`config.mk`:
```
export PLATFORM = sky130hd
export DESIGN_NAME = eiea_top
export DESIGN_NICKNAME = d
export VERILOG_FILES = /design/src/inc/eiea_pkg.sv /design/src/hdl/eiea_edge_detect.sv /design/src/hdl/eiea_top.sv
export SDC_FILE = /design/constraint.sdc
export NUM_CORES = 1
export LEC_CHECK = 0
export ABC_AREA = 1
export ABC_CLOCK_PERIOD_IN_PS = 3900
export CORE_MARGIN = 10
export CORE_UTILIZATION = 54
export CTS_BUF_LIST = sky130_fd_sc_hd__clkbuf_4 sky130_fd_sc_hd__clkbuf_8
export DETAILED_ROUTE_END_ITERATION = 8
export DONT_BUFFER_PORTS = 1
export PLACE_DENSITY = 0.69
export REMOVE_ABC_BUFFERS = 1
export SLEW_MARGIN = 25
export SYNTH_ARGS = -nofsm -noshare
export SYNTH_HDL_FRONTEND = slang
export SYNTH_SLANG_ARGS = --single-unit
export TNS_END_PERCENT = 50
```
`constraint.sdc`:
```
create_clock -name i_clk -period 3.9 [get_ports i_clk]
set_input_delay 0.195 -clock i_clk [delete_from_list [all_inputs] [get_ports i_clk]]
set_output_delay 0.195 -clock i_clk [all_outputs]
set_load 0.005 [all_outputs]
```
`src/inc/eiea_pkg.sv`:
```
// constants and types shared by the external interrupt edge and acknowledge logic
// assumes a cpu core that reports instruction boundaries and consumes stack and vector strobes
package eiea_pkg;
  localparam int          NUM_EXT          = 8;
  localparam logic [15:0] ADDR_RISE_SEL    = 16'hFF48;
  localparam logic [15:0] ADDR_FALL_SEL    = 16'hFF49;
  localparam logic [7:0]  EDGE_SEL_RESET   = 8'h00;
  localparam logic [7:0]  PSW_RESET        = 8'h02;
  localparam int          PSW_IE_BIT       = 7;
  localparam int          PSW_ISP_BIT      = 1;
  localparam int          MIN_CLK_HI       = 7;
  localparam int          MAX_CLK_HI       = 32;
  localparam int          MIN_CLK_LO       = 8;
  localparam int          MAX_CLK_LO       = 33;
  localparam int          SEQ_LEN          = 4;
  localparam int          AGE_W            = 6;
  localparam logic [5:0]  LEAD_HI          = 6'(MIN_CLK_HI - SEQ_LEN);
  localparam logic [5:0]  LEAD_LO          = 6'(MIN_CLK_LO - SEQ_LEN);
  localparam logic [5:0]  AGE_MAX          = 6'h3F;
  localparam logic [15:0] TRAP_VECTOR      = 16'h003E;
  localparam logic [15:0] EXT_VECTOR_BASE  = 16'h0006;
  localparam logic [15:0] EXT_VECTOR_STEP  = 16'h0002;

  // gray codes along the save path
  typedef enum logic [2:0] {
    ST_IDLE     = 3'b000,
    ST_PUSH_STATUS_OP = 3'b001,
    ST_PUSH_PCH = 3'b011,
    ST_PUSH_PCL = 3'b010,
    ST_VECTOR   = 3'b110
  } eiea_state_type;
endpackage

```
`src/hdl/eiea_edge_detect.sv`:
```
// valid edge detection for the eight external request inputs
// assumes the inputs are already synchronous to i_clk
`timescale 1ns/1ps
module eiea_edge_detect
  import eiea_pkg::*;
(
  input  wire logic               i_clk,
  input  wire logic               i_rst_b,
  input  wire logic [NUM_EXT-1:0] i_pins,
  input  wire logic [NUM_EXT-1:0] i_rise,
  input  wire logic [NUM_EXT-1:0] i_fall,
  output logic      [NUM_EXT-1:0] o_edge
);
  logic [NUM_EXT-1:0] prev;
  logic               primed;

  // first cycle after reset only loads, so a high pin at reset is no edge
  always_ff @(posedge i_clk) begin
    if (!i_rst_b) begin
      prev   <= '0;
      primed <= 1'b0;
    end else begin
      prev   <= i_pins;
      primed <= 1'b1;
    end
  end

  always_ff @(posedge i_clk) begin
    if (!i_rst_b) begin
      o_edge <= '0;
    end else if (primed) begin
      o_edge <= (i_rise & i_pins & ~prev) | (i_fall & ~i_pins & prev);
    end else begin
      o_edge <= '0;
    end
  end
endmodule // eiea_edge_detect

```
`src/hdl/eiea_top.sv`:
```
// edge select registers, status word and interrupt acknowledge sequencer
// assumes the core pulses i_instr_end at each boundary and pushes what o_stack_wr offers
`timescale 1ns/1ps
module eiea_top
  import eiea_pkg::*;
(
  input  wire logic               i_clk,
  input  wire logic               i_rst_b,
  input  wire logic [NUM_EXT-1:0] i_ext_pins,
  input  wire logic [NUM_EXT-1:0] i_mask_flag,
  input  wire logic [NUM_EXT-1:0] i_priority_flag,
  input  wire logic [NUM_EXT-1:0] i_req_clr,
  input  wire logic               i_mem_wr,
  input  wire logic               i_mem_rd,
  input  wire logic [15:0]        i_mem_addr,
  input  wire logic [7:0]         i_mem_wdata,
  input  wire logic               i_mem_bit_op,
  input  wire logic               i_mem_bit_val,
  input  wire logic [2:0]         i_mem_bit_idx,
  input  wire logic               i_psw_wr,
  input  wire logic [7:0]         i_psw_wdata,
  input  wire logic               i_psw_bit_op,
  input  wire logic               i_psw_bit_val,
  input  wire logic [2:0]         i_psw_bit_idx,
  input  wire logic               i_enable_irq_op,
  input  wire logic               i_disable_irq_op,
  input  wire logic               i_soft_trap_op,
  input  wire logic               i_irq_return_op,
  input  wire logic               i_trap_return_op,
  input  wire logic               i_push_status_op,
  input  wire logic               i_pop_status_op,
  input  wire logic [7:0]         i_pop_data,
  input  wire logic               i_instr_end,
  input  wire logic               i_div_busy,
  input  wire logic [15:0]        i_pc,
  output logic      [7:0]         o_mem_rdata,
  output logic      [7:0]         o_psw,
  output logic      [NUM_EXT-1:0] o_request_flag,
  output logic                    o_stack_wr,
  output logic      [7:0]         o_stack_data,
  output logic                    o_vector_load,
  output logic      [15:0]        o_vector_addr,
  output logic                    o_busy
);
  logic [7:0]         rise_sel;
  logic [7:0]         fall_sel;
  logic [NUM_EXT-1:0] edge_hit;
  logic [AGE_W-1:0]   age [NUM_EXT];
  eiea_state_type     state;
  logic               trap_pending;
  logic               trap_active;
  logic               after_return;
  logic [15:0]        pc_hold;
  logic [15:0]        vec_hold;
  logic [2:0]         win_idx;
  logic               win_any;
  logic               win_ready;
  logic               ack_go;
  logic               trap_go;
  logic [7:0]         next_psw;

  // fixed order: lowest index wins inside a level; level 0 searched first
  function automatic logic [3:0] pick(input logic [NUM_EXT-1:0] cand);
    logic [3:0] res;
    res = 4'h0;
    for (int i = NUM_EXT - 1; i >= 0; i--) begin
      if (cand[i]) begin
        res = {1'b1, 3'(i)};
      end
    end
    return res;
  endfunction

  function automatic logic [7:0] bit_write(input logic [7:0] val, input logic [2:0] idx,
                                           input logic bv);
    logic [7:0] res;
    res      = val;
    res[idx] = bv;
    return res;
  endfunction

  eiea_edge_detect u_edge (
    .i_clk   (i_clk),
    .i_rst_b (i_rst_b),
    .i_pins  (i_ext_pins),
    .i_rise  (rise_sel),
    .i_fall  (fall_sel),
    .o_edge  (edge_hit)
  );

  // edge select registers
  always_ff @(posedge i_clk) begin
    if (!i_rst_b) begin
      rise_sel <= EDGE_SEL_RESET;
      fall_sel <= EDGE_SEL_RESET;
    end else if (i_mem_wr && i_mem_addr == ADDR_RISE_SEL) begin
      rise_sel <= i_mem_bit_op ? bit_write(rise_sel, i_mem_bit_idx, i_mem_bit_val)
                               : i_mem_wdata;
    end else if (i_mem_wr && i_mem_addr == ADDR_FALL_SEL) begin
      fall_sel <= i_mem_bit_op ? bit_write(fall_sel, i_mem_bit_idx, i_mem_bit_val)
                               : i_mem_wdata;
    end
  end

  // unmapped addresses read as zero
  always_ff @(posedge i_clk) begin
    if (!i_rst_b) begin
      o_mem_rdata <= 8'h00;
    end else if (i_mem_rd) begin
      case (i_mem_addr)
        ADDR_RISE_SEL: o_mem_rdata <= rise_sel;
        ADDR_FALL_SEL: o_mem_rdata <= fall_sel;
        default:       o_mem_rdata <= 8'h00;
      endcase
    end
  end

  // winner selection among eligible requests
  always_comb begin
    logic [NUM_EXT-1:0] elig;
    logic [NUM_EXT-1:0] hi;
    logic [3:0]         p_hi;
    logic [3:0]         p_all;
    elig    = o_request_flag & ~i_mask_flag;
    hi      = elig & ~i_priority_flag;
    if (!o_psw[PSW_ISP_BIT]) begin
      elig = hi;
    end
    p_hi    = pick(hi);
    p_all   = pick(elig);
    win_any = p_all[3];
    win_idx = p_hi[3] ? p_hi[2:0] : p_all[2:0];
    win_ready = win_any
             && age[win_idx] >= (i_priority_flag[win_idx] ? LEAD_LO : LEAD_HI);
  end

  // boundary only, not mid divide, not right after a return
  assign ack_go  = state == ST_IDLE && !trap_pending && win_ready && o_psw[PSW_IE_BIT]
                && i_instr_end && !i_div_busy && !after_return;
  assign trap_go = state == ST_IDLE && trap_pending;

  // request flags: a new edge beats any clear in the same cycle
  always_ff @(posedge i_clk) begin
    if (!i_rst_b) begin
      o_request_flag <= '0;
    end else begin
      for (int i = 0; i < NUM_EXT; i++) begin
        if (edge_hit[i]) begin
          o_request_flag[i] <= 1'b1;
        end else if (i_req_clr[i] || (ack_go && win_idx == 3'(i))) begin
          o_request_flag[i] <= 1'b0;
        end
      end
    end
  end

  // age of each pending request, saturating; cleared while not pending or on a new edge
  always_ff @(posedge i_clk) begin
    if (!i_rst_b) begin
      for (int i = 0; i < NUM_EXT; i++) begin
        age[i] <= '0;
      end
    end else begin
      for (int i = 0; i < NUM_EXT; i++) begin
        if (!o_request_flag[i] || edge_hit[i]) begin
          age[i] <= '0;
        end else if (age[i] != AGE_MAX) begin
          age[i] <= age[i] + 6'h01;
        end
      end
    end
  end

  // trap latched so one raised mid-sequence is not dropped
  always_ff @(posedge i_clk) begin
    if (!i_rst_b) begin
      trap_pending <= 1'b0;
    end else if (i_soft_trap_op) begin
      trap_pending <= 1'b1;
    end else if (trap_go) begin
      trap_pending <= 1'b0;
    end
  end

  // one main instruction must end after a return before a new acknowledge
  always_ff @(posedge i_clk) begin
    if (!i_rst_b) begin
      after_return <= 1'b0;
    end else if (i_irq_return_op || i_trap_return_op) begin
      after_return <= 1'b1;
    end else if (i_instr_end) begin
      after_return <= 1'b0;
    end
  end

  // status word; acknowledge has priority over software updates
  always_comb begin
    next_psw = o_psw;
    if (i_enable_irq_op) begin
      next_psw[PSW_IE_BIT] = 1'b1;
    end
    if (i_disable_irq_op) begin
      next_psw[PSW_IE_BIT] = 1'b0;
    end
    if (i_psw_bit_op) begin
      next_psw = bit_write(o_psw, i_psw_bit_idx, i_psw_bit_val);
    end
    if (i_psw_wr) begin
      next_psw = i_psw_wdata;
    end
    if (i_irq_return_op || i_trap_return_op || i_pop_status_op) begin
      next_psw = i_pop_data;
    end
    if (trap_go) begin
      next_psw[PSW_IE_BIT] = 1'b0;
    end
    if (ack_go) begin
      next_psw[PSW_IE_BIT]  = 1'b0;
      next_psw[PSW_ISP_BIT] = i_priority_flag[win_idx];
    end
  end

  always_ff @(posedge i_clk) begin
    if (!i_rst_b) begin
      o_psw <= PSW_RESET;
    end else begin
      o_psw <= next_psw;
    end
  end

  // save and vector sequencer
  always_ff @(posedge i_clk) begin
    if (!i_rst_b) begin
      state       <= ST_IDLE;
      trap_active <= 1'b0;
      pc_hold     <= 16'h0000;
      vec_hold    <= 16'h0000;
    end else begin
      case (state)
        ST_IDLE: begin
          if (trap_go) begin
            state       <= ST_PUSH_STATUS_OP;
            trap_active <= 1'b1;
            pc_hold     <= i_pc;
            vec_hold    <= TRAP_VECTOR;
          end else if (ack_go) begin
            state       <= ST_PUSH_STATUS_OP;
            trap_active <= 1'b0;
            pc_hold     <= i_pc;
            vec_hold    <= EXT_VECTOR_BASE + 16'(win_idx) * EXT_VECTOR_STEP;
          end
        end
        ST_PUSH_STATUS_OP: state <= ST_PUSH_PCH;
        ST_PUSH_PCH: state <= ST_PUSH_PCL;
        ST_PUSH_PCL: state <= ST_VECTOR;
        ST_VECTOR:   state <= ST_IDLE;
        default:     state <= ST_IDLE;
      endcase
    end
  end

  // stack strobe: status word first (psw before ie clear), then pc high, pc low
  always_ff @(posedge i_clk) begin
    if (!i_rst_b) begin
      o_stack_wr   <= 1'b0;
      o_stack_data <= 8'h00;
    end else if (trap_go || ack_go) begin
      o_stack_wr   <= 1'b1;
      o_stack_data <= o_psw;
    end else if (state == ST_PUSH_STATUS_OP) begin
      o_stack_wr   <= 1'b1;
      o_stack_data <= pc_hold[15:8];
    end else if (state == ST_PUSH_PCH) begin
      o_stack_wr   <= 1'b1;
      o_stack_data <= pc_hold[7:0];
    end else if (i_push_status_op && state == ST_IDLE) begin
      o_stack_wr   <= 1'b1;
      o_stack_data <= o_psw;
    end else begin
      o_stack_wr   <= 1'b0;
      o_stack_data <= 8'h00;
    end
  end

  always_ff @(posedge i_clk) begin
    if (!i_rst_b) begin
      o_vector_load <= 1'b0;
      o_vector_addr <= 16'h0000;
    end else if (state == ST_PUSH_PCL) begin
      o_vector_load <= 1'b1;
      o_vector_addr <= vec_hold;
    end else begin
      o_vector_load <= 1'b0;
    end
  end

  always_ff @(posedge i_clk) begin
    if (!i_rst_b) begin
      o_busy <= 1'b0;
    end else begin
      o_busy <= trap_go || ack_go || (state != ST_IDLE && state != ST_VECTOR);
    end
  end
endmodule // eiea_top

```
==> metrics.txt, run 1 <==
# TYPE chip_impl_metric gauge
chip_impl_metric{name="core",unit="sq um"} 15100
chip_impl_metric{name="wl_per_cell",unit="um"} 16.2
chip_impl_metric{name="critical_path.max_stage_delay",unit="ns"} 0.52
chip_impl_metric{name="clk_pin_slew",unit="ns"} 0.07
chip_impl_metric{name="max_slew_margin",unit=""} 0.351
chip_impl_metric{name="worst_skew_pair.late_latency",unit="ns"} 0.45
chip_impl_metric{name="drv.max_cap_violation_count",unit=""} 0
chip_impl_metric{name="cts_buffers",unit=""} 17
chip_impl_metric{name="post-route-period-util",unit=""} 0.919
chip_impl_metric{name="net_switching_fraction_of_the_power",unit=""} 0.276
chip_impl_metric{name="max_vdd_drop",unit="mV"} 0.210
chip_impl_metric{name="p_clk_frac",unit=""} 0.349
chip_impl_metric{name="hold_viol",unit=""} 0
chip_impl_metric{name="place.detailed.instances",unit=""} 1295
chip_impl_metric{name="die_w",unit="um"} 143
chip_impl_metric{name="cts.repair_timing.setup_buffer_count",unit=""} 0
chip_impl_metric{name="internal-power",unit="uW"} 2370
chip_impl_metric{name="syn-cell-area",unit="sq um"} 8230
chip_impl_metric{name="postSynth.asyncResetShare",unit=""} 0
chip_impl_info{name="worstSetupPathType",value="reg2reg"} 1
chip_impl_metric{name="clock_tree.htree_level_count",unit=""} 4
chip_impl_info{name="synth_flop_cell",value="dfxtp_1"} 1
chip_impl_metric{name="die_height",unit="um"} 143
chip_impl_metric{name="mean_instance_size_in_the_synthesized_netlist",unit="sq um"} 7.27
chip_impl_info{name="worst_path_most_repeated_cell",value="nand2_1"} 1
chip_impl_metric{name="yosysUniqueCellTypes",unit=""} 52
chip_impl_info{name="critical_path_startpoint_category",value="flop"} 1
chip_impl_metric{name="setup_viol",unit=""} 0
chip_impl_metric{name="drc_errors",unit=""} 0
chip_impl_info{name="setup.worst_path.start",value="o_psw[1]$_SDFFE_PN1P_"} 1
chip_impl_metric{name="period_minus_slack",unit="ns"} 3.59
chip_impl_metric{name="fin_nets",unit=""} 1304
chip_impl_metric{name="detail_route.vias_per_cell",unit=""} 5.38
chip_impl_metric{name="achievable-frequency",unit="GHz"} 0.279
chip_impl_info{name="critical_r2r_launch",value="o_psw[1]$_SDFFE_PN1P_"} 1
chip_impl_metric{name="worstPathMaxFanout",unit=""} 22
chip_impl_info{name="outcome",value="complete, no violations"} 1
chip_impl_metric{name="powerDensity",unit="nW/um^2"} 355
chip_impl_metric{name="effective_utilization_at_floorplan",unit=""} 0.545
chip_impl_metric{name="antenna_found_initial",unit=""} 0
chip_impl_metric{name="setup_total_negative_slack",unit="ns"} 0
chip_impl_metric{name="grt_remaining_overflow",unit=""} 0
chip_impl_info{name="holdCritStartpoint",value="i_rst_b"} 1
chip_impl_info{name="rsz0062_at_grt",value="no"} 1
chip_impl_metric{name="final_antenna_net_count",unit=""} 0
chip_impl_metric{name="timing.final.max_slew_violations",unit=""} 0
chip_impl_metric{name="floorplan.die_area",unit="sq um"} 20600
chip_impl_metric{name="leakage",unit="uW"} 0.00382
chip_impl_metric{name="first_pass_grt_wire_length",unit="um"} 35900
chip_impl_info{name="ctsRootBufferMaster",value="clkbuf_8"} 1
chip_impl_metric{name="port-buffer-count",unit=""} 0
chip_impl_metric{name="synthesis.yosys.warnings",unit=""} 0
chip_impl_metric{name="final-instance-count-excl-fill",unit=""} 1379
chip_impl_metric{name="numClockSinks",unit=""} 147
chip_impl_info{name="tritoncts_clock_tree",value="built"} 1
chip_impl_metric{name="firstDrtPassIters",unit=""} 5
chip_impl_metric{name="grt.total_usage",unit=""} 0.217
chip_impl_metric{name="required_time_at_the_worst_slack_endpoint",unit="ns"} 4.24
chip_impl_metric{name="power.net_switching",unit="uW"} 904
chip_impl_metric{name="place.detailed.hpwl",unit="um"} 16600
chip_impl_metric{name="timing.hold.ws",unit="ns"} 0.0422
chip_impl_metric{name="synth_edf_count",unit=""} 48
chip_impl_metric{name="worstPathArrival",unit="ns"} 3.93
chip_impl_metric{name="grt_pass1_vias",unit=""} 7208
chip_impl_metric{name="fraction_of_the_yosys_area_taken_by_sequential_cells",unit=""} 0.416
chip_impl_metric{name="ios",unit=""} 163
chip_impl_info{name="worstHoldPathType",value="in2reg"} 1
chip_impl_metric{name="detailed_route_via_count",unit=""} 7421
chip_impl_metric{name="drt_iter0_markers",unit=""} 530
chip_impl_metric{name="antenna-diode-count",unit=""} 0
chip_impl_metric{name="weighted_congestion_at_the_end_of_routability_driven_global_placement",unit=""} 0.921
chip_impl_metric{name="synthesis.instances",unit=""} 1132
chip_impl_metric{name="maximum_number_of_pins_on_one_net_before_global_route_repair",unit=""} 53
chip_impl_metric{name="final_util",unit=""} 0.610
chip_impl_metric{name="share_of_final_layout_standard_cells_stronger_than_drive_strength_1",unit=""} 0.0688
chip_impl_info{name="worst_path_max_delay_cell",value="dfxtp_1"} 1
chip_impl_metric{name="layout-area-overhead-vs-synth",unit="%"} 11.9
chip_impl_info{name="capturing_element_type_of_the_critical_path",value="flop"} 1
chip_impl_metric{name="seq_pwr_share",unit=""} 0.513
chip_impl_metric{name="register_bit_count_reported_by_yosys",unit=""} 147
chip_impl_metric{name="timing.clock.skew",unit="ns"} 0.0117
chip_impl_metric{name="floorplan.rows",unit=""} 45
chip_impl_metric{name="fill_cells",unit=""} 1397
chip_impl_metric{name="total_wire_length_after_detailed_routing",unit="um"} 22400
chip_impl_metric{name="worst-slew-pin-transition",unit="ns"} 0.966
chip_impl_metric{name="clock_tree.buffer_depth",unit=""} 2
chip_impl_metric{name="power.combinational.fraction",unit=""} 0.138
chip_impl_info{name="timing.critical_path.cells",value="buf_4, o21ai_1, and2_1, and2_1, nand2_1, nand2_1, nand2_2, nor2_2, nand2_1, a21oi_1, a311oi_1, ha_1, or2_2, a21oi_2, nand2_4, nand2_8, nand2_8, nor2_1, nor2_2"} 1
[layout by cell type, fill, tap and decap left out, drive strengths merged, types with 22 or more instances in the layout]
cell type      n
nand2        224
inv          192
nor2         152
dfxtp         99
a21oi         89
nand3         82
dlygate4sd3   49
edfxtp        48
nor3          42
o21ai         41
clkbuf        22
[stage by stage]
step / power, uW / setup slack (ns) / area [sq um]
detailed placement: 2090 / 0.222 / 8290
CTS: 3280 / 0.202 / 9180
global placement: 2090 / 0.331 / 8290
floorplan: 2000 / 0.665 / 8000
global route: 3430 / 0.000349 / 9210
finish: 3270 / 0.315 / 9210
[flip-flops by register name, indices dropped and copies added (netlist names), 3 cells and up]
register        count
age                48
state               3
o_vector_addr       5
pc_hold            16
o_mem_rdata         8
u_edge.o_edge       8
vec_hold            5
fall_sel            8
o_request_flag      8
o_stack_data        8
u_edge.prev         8
o_psw               8
rise_sel            8
[synth_stat cells (6+ instances only)]
| cell type | instances | share of area |
|---|---|---|
| a21oi_1 | 88 | 0.054 |
| o21ai_0 | 28 | 0.017 |
| nor3b_1 | 7 | 0.0064 |
| buf_4 | 12 | 0.011 |
| buf_6 | 6 | 0.0082 |
| nor3_1 | 42 | 0.026 |
| o21a_1 | 8 | 0.0073 |
| edfxtp_1 | 48 | 0.18 |
| nand3_1 | 82 | 0.050 |
| clkbuf_1 | 17 | 0.0078 |
| nand3b_1 | 21 | 0.019 |
| nor2_1 | 143 | 0.065 |
| ha_1 | 14 | 0.021 |
| a221oi_1 | 7 | 0.0075 |
| o211ai_1 | 20 | 0.018 |
| inv_2 | 6 | 0.0027 |
| dfxtp_1 | 99 | 0.24 |
| inv_1 | 183 | 0.083 |
| o21ai_1 | 11 | 0.0067 |
| nand2_1 | 208 | 0.095 |
| a22oi_1 | 8 | 0.0073 |
| nand2_2 | 8 | 0.0061 |
| nor2_2 | 8 | 0.0061 |
[timing repair]
| action | in CTS | in global routing |
|---|---|---|
| endpoints found under the hold margin | 79 | 0 |
| hold buffers | 50 | 0 |
| setup endpoints to repair | 0 | 32 |
| gates resized for setup | 0 | 1 |
[per-layer routing]
| metal | wire length [um] | up-vias | track usage |
|---|---|---|---|
| li1 | - | 3783 | - |
| met1 | 9580 | 3381 | 0.269 |
| met2 | 10700 | 230 | 0.351 |
| met3 | 1790 | 27 | 0.0759 |
| met4 | 333 | 0 | 0.0586 |
| met5 | 0 | - | 0 |
[final cells by class]
class	count	area, sq um	area share
clock buffer	22	290	0.0315
clock inverter	10	83.8	0.00911
inverter	192	726	0.0788
multi-input combinational	763	3880	0.422
sequential	147	3420	0.372
tap	188	235	0.0256
timing repair buffer	57	563	0.0612
[critical path: cells and delay by family (launching register included)]
kind | cells | cell delay (ns)
simple gates | 13 | 1.84
flops | 1 | 0.52
fa+ha+maj | 1 | 0.29
buf+inv | 1 | 0.21
compound gates | 4 | 0.61
[final timing paths]
path,to,slack [ns],cells past startpoint
max,vec_hold[3]$_SDFFE_PN0P_,0.31,19
min,o_request_flag[0]$_SDFFE_PN0P_,0.04,2
max reg2reg,vec_hold[3]$_SDFFE_PN0P_,0.31,19
min reg2reg,o_request_flag[6]$_SDFFE_PN0P_,0.47,2
[power by group through the flow]
stage / logic, uW / registers [uW] / clock network, uW
after floorplan: 306 / 1700 / 0
final: 453 / 1680 / 1140
after global routing: 513 / 1680 / 1230
after CTS: 441 / 1680 / 1160
after detailed placement: 381 / 1710 / 0
after global placement: 374 / 1710 / 0
[kinds of logic (layout without fill, tap and decap cells)]
logic type,Yosys count,after routing,synth area share
other cells,1,11,0.000456
simple gates,541,543,0.298
fa+ha+maj,14,14,0.0213
compound gates,191,191,0.140
flops,147,147,0.416
xor+xnor,4,4,0.00426
buf+inv,234,281,0.120
(Power assumes the default switching activity.)
==> run 2, diff against run 1 <==
--- a/config.mk
+++ b/config.mk
@@ -7,15 +7,18 @@
 export LEC_CHECK = 0
 export ABC_AREA = 1
 export ABC_CLOCK_PERIOD_IN_PS = 3900
+export CELL_PAD_IN_SITES_DETAIL_PLACEMENT = 0
+export CELL_PAD_IN_SITES_GLOBAL_PLACEMENT = 1
 export CORE_MARGIN = 10
-export CORE_UTILIZATION = 54
+export CORE_UTILIZATION = 47
 export CTS_BUF_LIST = sky130_fd_sc_hd__clkbuf_4 sky130_fd_sc_hd__clkbuf_8
 export DETAILED_ROUTE_END_ITERATION = 8
 export DONT_BUFFER_PORTS = 1
-export PLACE_DENSITY = 0.69
+export PLACE_DENSITY_LB_ADDON = 0.1
 export REMOVE_ABC_BUFFERS = 1
 export SLEW_MARGIN = 25
 export SYNTH_ARGS = -nofsm -noshare
 export SYNTH_HDL_FRONTEND = slang
+export SYNTH_HIERARCHICAL = 1
 export SYNTH_SLANG_ARGS = --single-unit
 export TNS_END_PERCENT = 50
==> run 2 against run 1 <==
  * Die area increased by 13%
  * Cell count rose by 3.8%
  * Non-clock buffer count is 5 higher
  * Critical path type unchanged
  * Highest routed layer unchanged
  * Via count is 0.81% lower
  * Worst hold slack got worse by 0.022 ns
  * Clock power increased by 14%
==> metrics.txt, run 2 <==
# TYPE chip_impl_metric gauge
chip_impl_metric{name="muxShareOfSynthArea",unit=""} 0
chip_impl_metric{name="final_antenna_net_count",unit=""} 0
chip_impl_metric{name="final_util",unit=""} 0.544
chip_impl_metric{name="met2_global_route_usage",unit=""} 0.315
chip_impl_metric{name="timing.final.max_slew_violations",unit=""} 0
chip_impl_info{name="worst_path_most_repeated_cell",value="nand2_1"} 1
chip_impl_metric{name="drc_errors",unit=""} 0
chip_impl_metric{name="cts_buffers",unit=""} 17
chip_impl_metric{name="final-instance-count-excl-fill",unit=""} 1431
chip_impl_info{name="reg_with_most_ffs",value="age"} 1
chip_impl_info{name="critical_path_startpoint_category",value="flop"} 1
chip_impl_metric{name="achievable-frequency",unit="GHz"} 0.282
chip_impl_metric{name="postSynth.asyncResetShare",unit=""} 0
chip_impl_info{name="critical_r2r_launch",value="o_request_flag[4]$_SDFFE_PN0P_"} 1
chip_impl_metric{name="synthesis.instances",unit=""} 1146
chip_impl_metric{name="worst_skew_pair.late_latency",unit="ns"} 0.46
chip_impl_info{name="synth_top_family_by_area",value="simple AND/OR/NAND/NOR gates"} 1
chip_impl_metric{name="share_of_final_layout_standard_cells_stronger_than_drive_strength_1",unit=""} 0.0705
chip_impl_metric{name="antenna_found_initial",unit=""} 0
chip_impl_info{name="synth.top_cells.by_count",value="inv_1, nand2_1, nor2_1"} 1
chip_impl_info{name="gr_peak_layer",value="met2"} 1
chip_impl_metric{name="fin_nets",unit=""} 1319
chip_impl_info{name="capturing_element_type_of_the_critical_path",value="flop"} 1
chip_impl_metric{name="post_synthesis_compound_gate_area_fraction",unit=""} 0.152
chip_impl_metric{name="grt.met3_usage",unit=""} 0.0517
chip_impl_metric{name="antenna-diode-count",unit=""} 0
chip_impl_metric{name="port-buffer-count",unit=""} 0
chip_impl_metric{name="ios",unit=""} 163
chip_impl_metric{name="post_synth_and_or_nand_nor_area_fraction",unit=""} 0.267
chip_impl_metric{name="fraction_of_the_yosys_area_taken_by_sequential_cells",unit=""} 0.415
chip_impl_metric{name="grt_remaining_overflow",unit=""} 0
chip_impl_metric{name="finalWorstSetupSlack",unit="ns"} 0.349
chip_impl_metric{name="required_time_at_the_worst_slack_endpoint",unit="ns"} 4.25
chip_impl_metric{name="synthDominantCellAreaShare",unit=""} 0.240
chip_impl_metric{name="clock_tree.buffer_depth",unit=""} 2
chip_impl_metric{name="detail_route.vias_per_cell",unit=""} 5.14
chip_impl_metric{name="die_height",unit="um"} 152
chip_impl_metric{name="hold_viol",unit=""} 0
chip_impl_info{name="ctsRootBufferMaster",value="clkbuf_8"} 1
chip_impl_metric{name="total_wire_length_after_detailed_routing",unit="um"} 23100
chip_impl_metric{name="drt_iter0_markers",unit=""} 363
chip_impl_metric{name="place_worst_setup_slack",unit="ns"} 0.122
chip_impl_metric{name="post-route-period-util",unit=""} 0.911
chip_impl_metric{name="die_w",unit="um"} 152
chip_impl_metric{name="setup_viol",unit=""} 0
chip_impl_metric{name="clk_pin_slew",unit="ns"} 0.08
chip_impl_metric{name="use_met1",unit=""} 0.240
chip_impl_metric{name="reg_to_reg_slack_setup",unit="ns"} 0.35
chip_impl_metric{name="worst-slew-pin-transition",unit="ns"} 1.01
chip_impl_metric{name="weighted_congestion_at_the_end_of_routability_driven_global_placement",unit=""} 0.903
chip_impl_metric{name="critical_path.max_stage_delay",unit="ns"} 0.36
chip_impl_info{name="synth.largest_area_cell",value="dfxtp_1"} 1
chip_impl_info{name="tritoncts_clock_tree",value="built"} 1
chip_impl_info{name="final_cell_mix",value="inv_1, nand2_1, nor2_1"} 1
chip_impl_metric{name="number_of_flip_flops_in_the_largest_register",unit=""} 48
chip_impl_metric{name="max_slew_margin",unit=""} 0.327
chip_impl_metric{name="register_bit_count_reported_by_yosys",unit=""} 147
chip_impl_metric{name="max_vdd_drop",unit="mV"} 0.217
chip_impl_metric{name="place.detailed.hpwl",unit="um"} 17200
chip_impl_metric{name="first_pass_grt_wire_length",unit="um"} 37200
chip_impl_metric{name="worstPathMaxFanout",unit=""} 26
chip_impl_metric{name="place.detailed.instances",unit=""} 1348
chip_impl_info{name="reg_top3",value="age: 48 flops, pc_hold: 16 flops"} 1
chip_impl_info{name="holdCritStartpoint",value="i_rst_b"} 1
chip_impl_metric{name="powerDensity",unit="nW/um^2"} 348
chip_impl_metric{name="period_minus_slack",unit="ns"} 3.55
chip_impl_metric{name="grt.total_usage",unit=""} 0.195
chip_impl_metric{name="layout-area-overhead-vs-synth",unit="%"} 13.7
chip_impl_metric{name="synthesis.yosys.warnings",unit=""} 6
chip_impl_metric{name="worstPathArrival",unit="ns"} 3.90
chip_impl_metric{name="drv.max_cap_violation_count",unit=""} 0
chip_impl_info{name="holdPathEnd",value="u_edge/primed$_DFF_P_"} 1
chip_impl_metric{name="timing.clock.skew",unit="ns"} 0.00882
chip_impl_info{name="worst_path_max_delay_cell",value="dfxtp_1"} 1
chip_impl_info{name="worstHoldPathType",value="in2reg"} 1
chip_impl_metric{name="floorplan.die_area",unit="sq um"} 23200
chip_impl_metric{name="xor_xnor_fraction_of_synth_area",unit=""} 0.00850
chip_impl_info{name="final_common_cell",value="inv_1"} 1
chip_impl_metric{name="numClockSinks",unit=""} 147
chip_impl_info{name="synth_flop_cell",value="dfxtp_1"} 1
chip_impl_metric{name="detailed_route_via_count",unit=""} 7361
chip_impl_metric{name="cts.repair_timing.setup_buffer_count",unit=""} 0
chip_impl_info{name="synth.area.top_cells",value="dfxtp_1, edfxtp_1, inv_1"} 1
chip_impl_metric{name="yosysUniqueCellTypes",unit=""} 48
chip_impl_metric{name="clock_tree.htree_level_count",unit=""} 4
chip_impl_info{name="timing.critical_path.cells",value="inv_2, nor2_1, nand2_1, nand2_1, nor2_1, nand2_1, nor2_2, nand2_4, nand2_8, buf_4, nand2_1, a311oi_2, ha_1, or2_2, a21oi_1, nand2_1, nand2_2, buf_12, nand3_1, nand2_1, nor2_1"} 1
chip_impl_info{name="synth_most_common_cell",value="inv_1"} 1
chip_impl_metric{name="mean_instance_size_in_the_synthesized_netlist",unit="sq um"} 7.19
chip_impl_metric{name="leakage",unit="uW"} 0.00392
chip_impl_metric{name="core",unit="sq um"} 17200
chip_impl_metric{name="min_delay_path_depth",unit=""} 1
chip_impl_metric{name="wl_per_cell",unit="um"} 16.2
chip_impl_metric{name="firstDrtPassIters",unit=""} 4
chip_impl_info{name="setup.worst_path.start",value="o_request_flag[4]$_SDFFE_PN0P_"} 1
chip_impl_metric{name="syn-cell-area",unit="sq um"} 8240
chip_impl_info{name="crit-reg2reg-capture",value="o_stack_data[0]$_SDFF_PN0_"} 1
chip_impl_metric{name="effective_utilization_at_floorplan",unit=""} 0.478
chip_impl_metric{name="synth_edf_count",unit=""} 48
chip_impl_metric{name="worst-r2r-cell-count",unit=""} 21
chip_impl_info{name="rsz0062_at_grt",value="no"} 1
chip_impl_metric{name="floorplan.rows",unit=""} 48
chip_impl_metric{name="maximum_number_of_pins_on_one_net_before_global_route_repair",unit=""} 68
chip_impl_info{name="worstSetupPathType",value="reg2reg"} 1
chip_impl_metric{name="grt_pass1_vias",unit=""} 7075
chip_impl_metric{name="yosys.area_share.adder",unit=""} 0.0213
chip_impl_info{name="outcome",value="complete, no violations"} 1
-- run 2: changes by cell type in the layout (fill, tap and decap cells not counted), sizes merged, moves of 6 or more --
cell,previous run,this run
nor2,152,132
inv,192,223
o211ai,21,12
nand3b,21,3
a221oi,7,1
o221ai,2,8
nand2,224,207
a31oi,4,20
nand3,82,102
o21ai,41,52
-- run 2: logic make-up after synthesis --
logic type,Yosys count
flip-flops,147
XOR/XNOR,8
AO/OA/AOI/OAI,202
buffers and inverters,266
AND/OR/NAND/NOR,508
other,1
adder cells (fa/ha/maj),14
-- run 2: worst max-delay path by stage --
stage	end	slack (ns)	cells after the start
global placement	o_stack_data[7]$_SDFF_PN0_	0.18	21
global route	pc_hold[3]$_SDFFE_PN0P_	0.04	23
finish	o_stack_data[0]$_SDFF_PN0_	0.35	21
floorplan	o_busy$_SDFF_PN0_	-0.50	23
detailed placement	o_stack_data[1]$_SDFF_PN0_	0.12	21
CTS	o_stack_data[0]$_SDFF_PN0_	0.09	21
-- run 2: layout make-up --
class / count / area [sq um]
inverters: 222 / 836
repair buffers: 62 / 636
fillers: 1706 / 7870
well taps: 225 / 282
clock inverters: 11 / 149
clock buffers: 21 / 283
multi-input cells: 743 / 3760
flip-flops and latches: 147 / 3420
-- run 2: metal layers --
metal	share of wire	routed length (um)
met5	0	0
met3	0.053	1230
met2	0.47	11000
met1	0.44	10200
met4	0.032	740
-- run 2: stage by stage --
step	hold slack, ns	total power [uW]	area [sq um]	TNS [ns]
after global placement	0.238	1930	8390	0
after floorplan	0.223	1870	8000	-9.60
final	0.0201	3260	9370	0
after global routing	0.00850	3400	9370	0
after detailed placement	0.238	1930	8390	0
after CTS	0.000925	3290	9340	0
-- run 2: what timing repair did --
item | 4_1_cts | 5_1_grt
endpoints found under the setup margin | 0 | 42
resized for setup | 0 | 4
hold buffers | 50 | 1
hold endpoints to repair | 90 | 1
-- run 2: power by group --
group	total (uW)	internal, uW	switching [uW]
clock	1300	694	602
combinational	298	119	179
sequential	1660	1620	40.1
total	3260	2440	822
-- run 2: critical path, delay by kind of cell (launching register included) --
kind | cells | cell delay, ns
DFF | 1 | 0.36
buffers and inverters | 3 | 0.46
adders and majority gates | 1 | 0.30
AOI/OAI and AO/OA | 2 | 0.47
and+or+nand+nor | 15 | 1.86
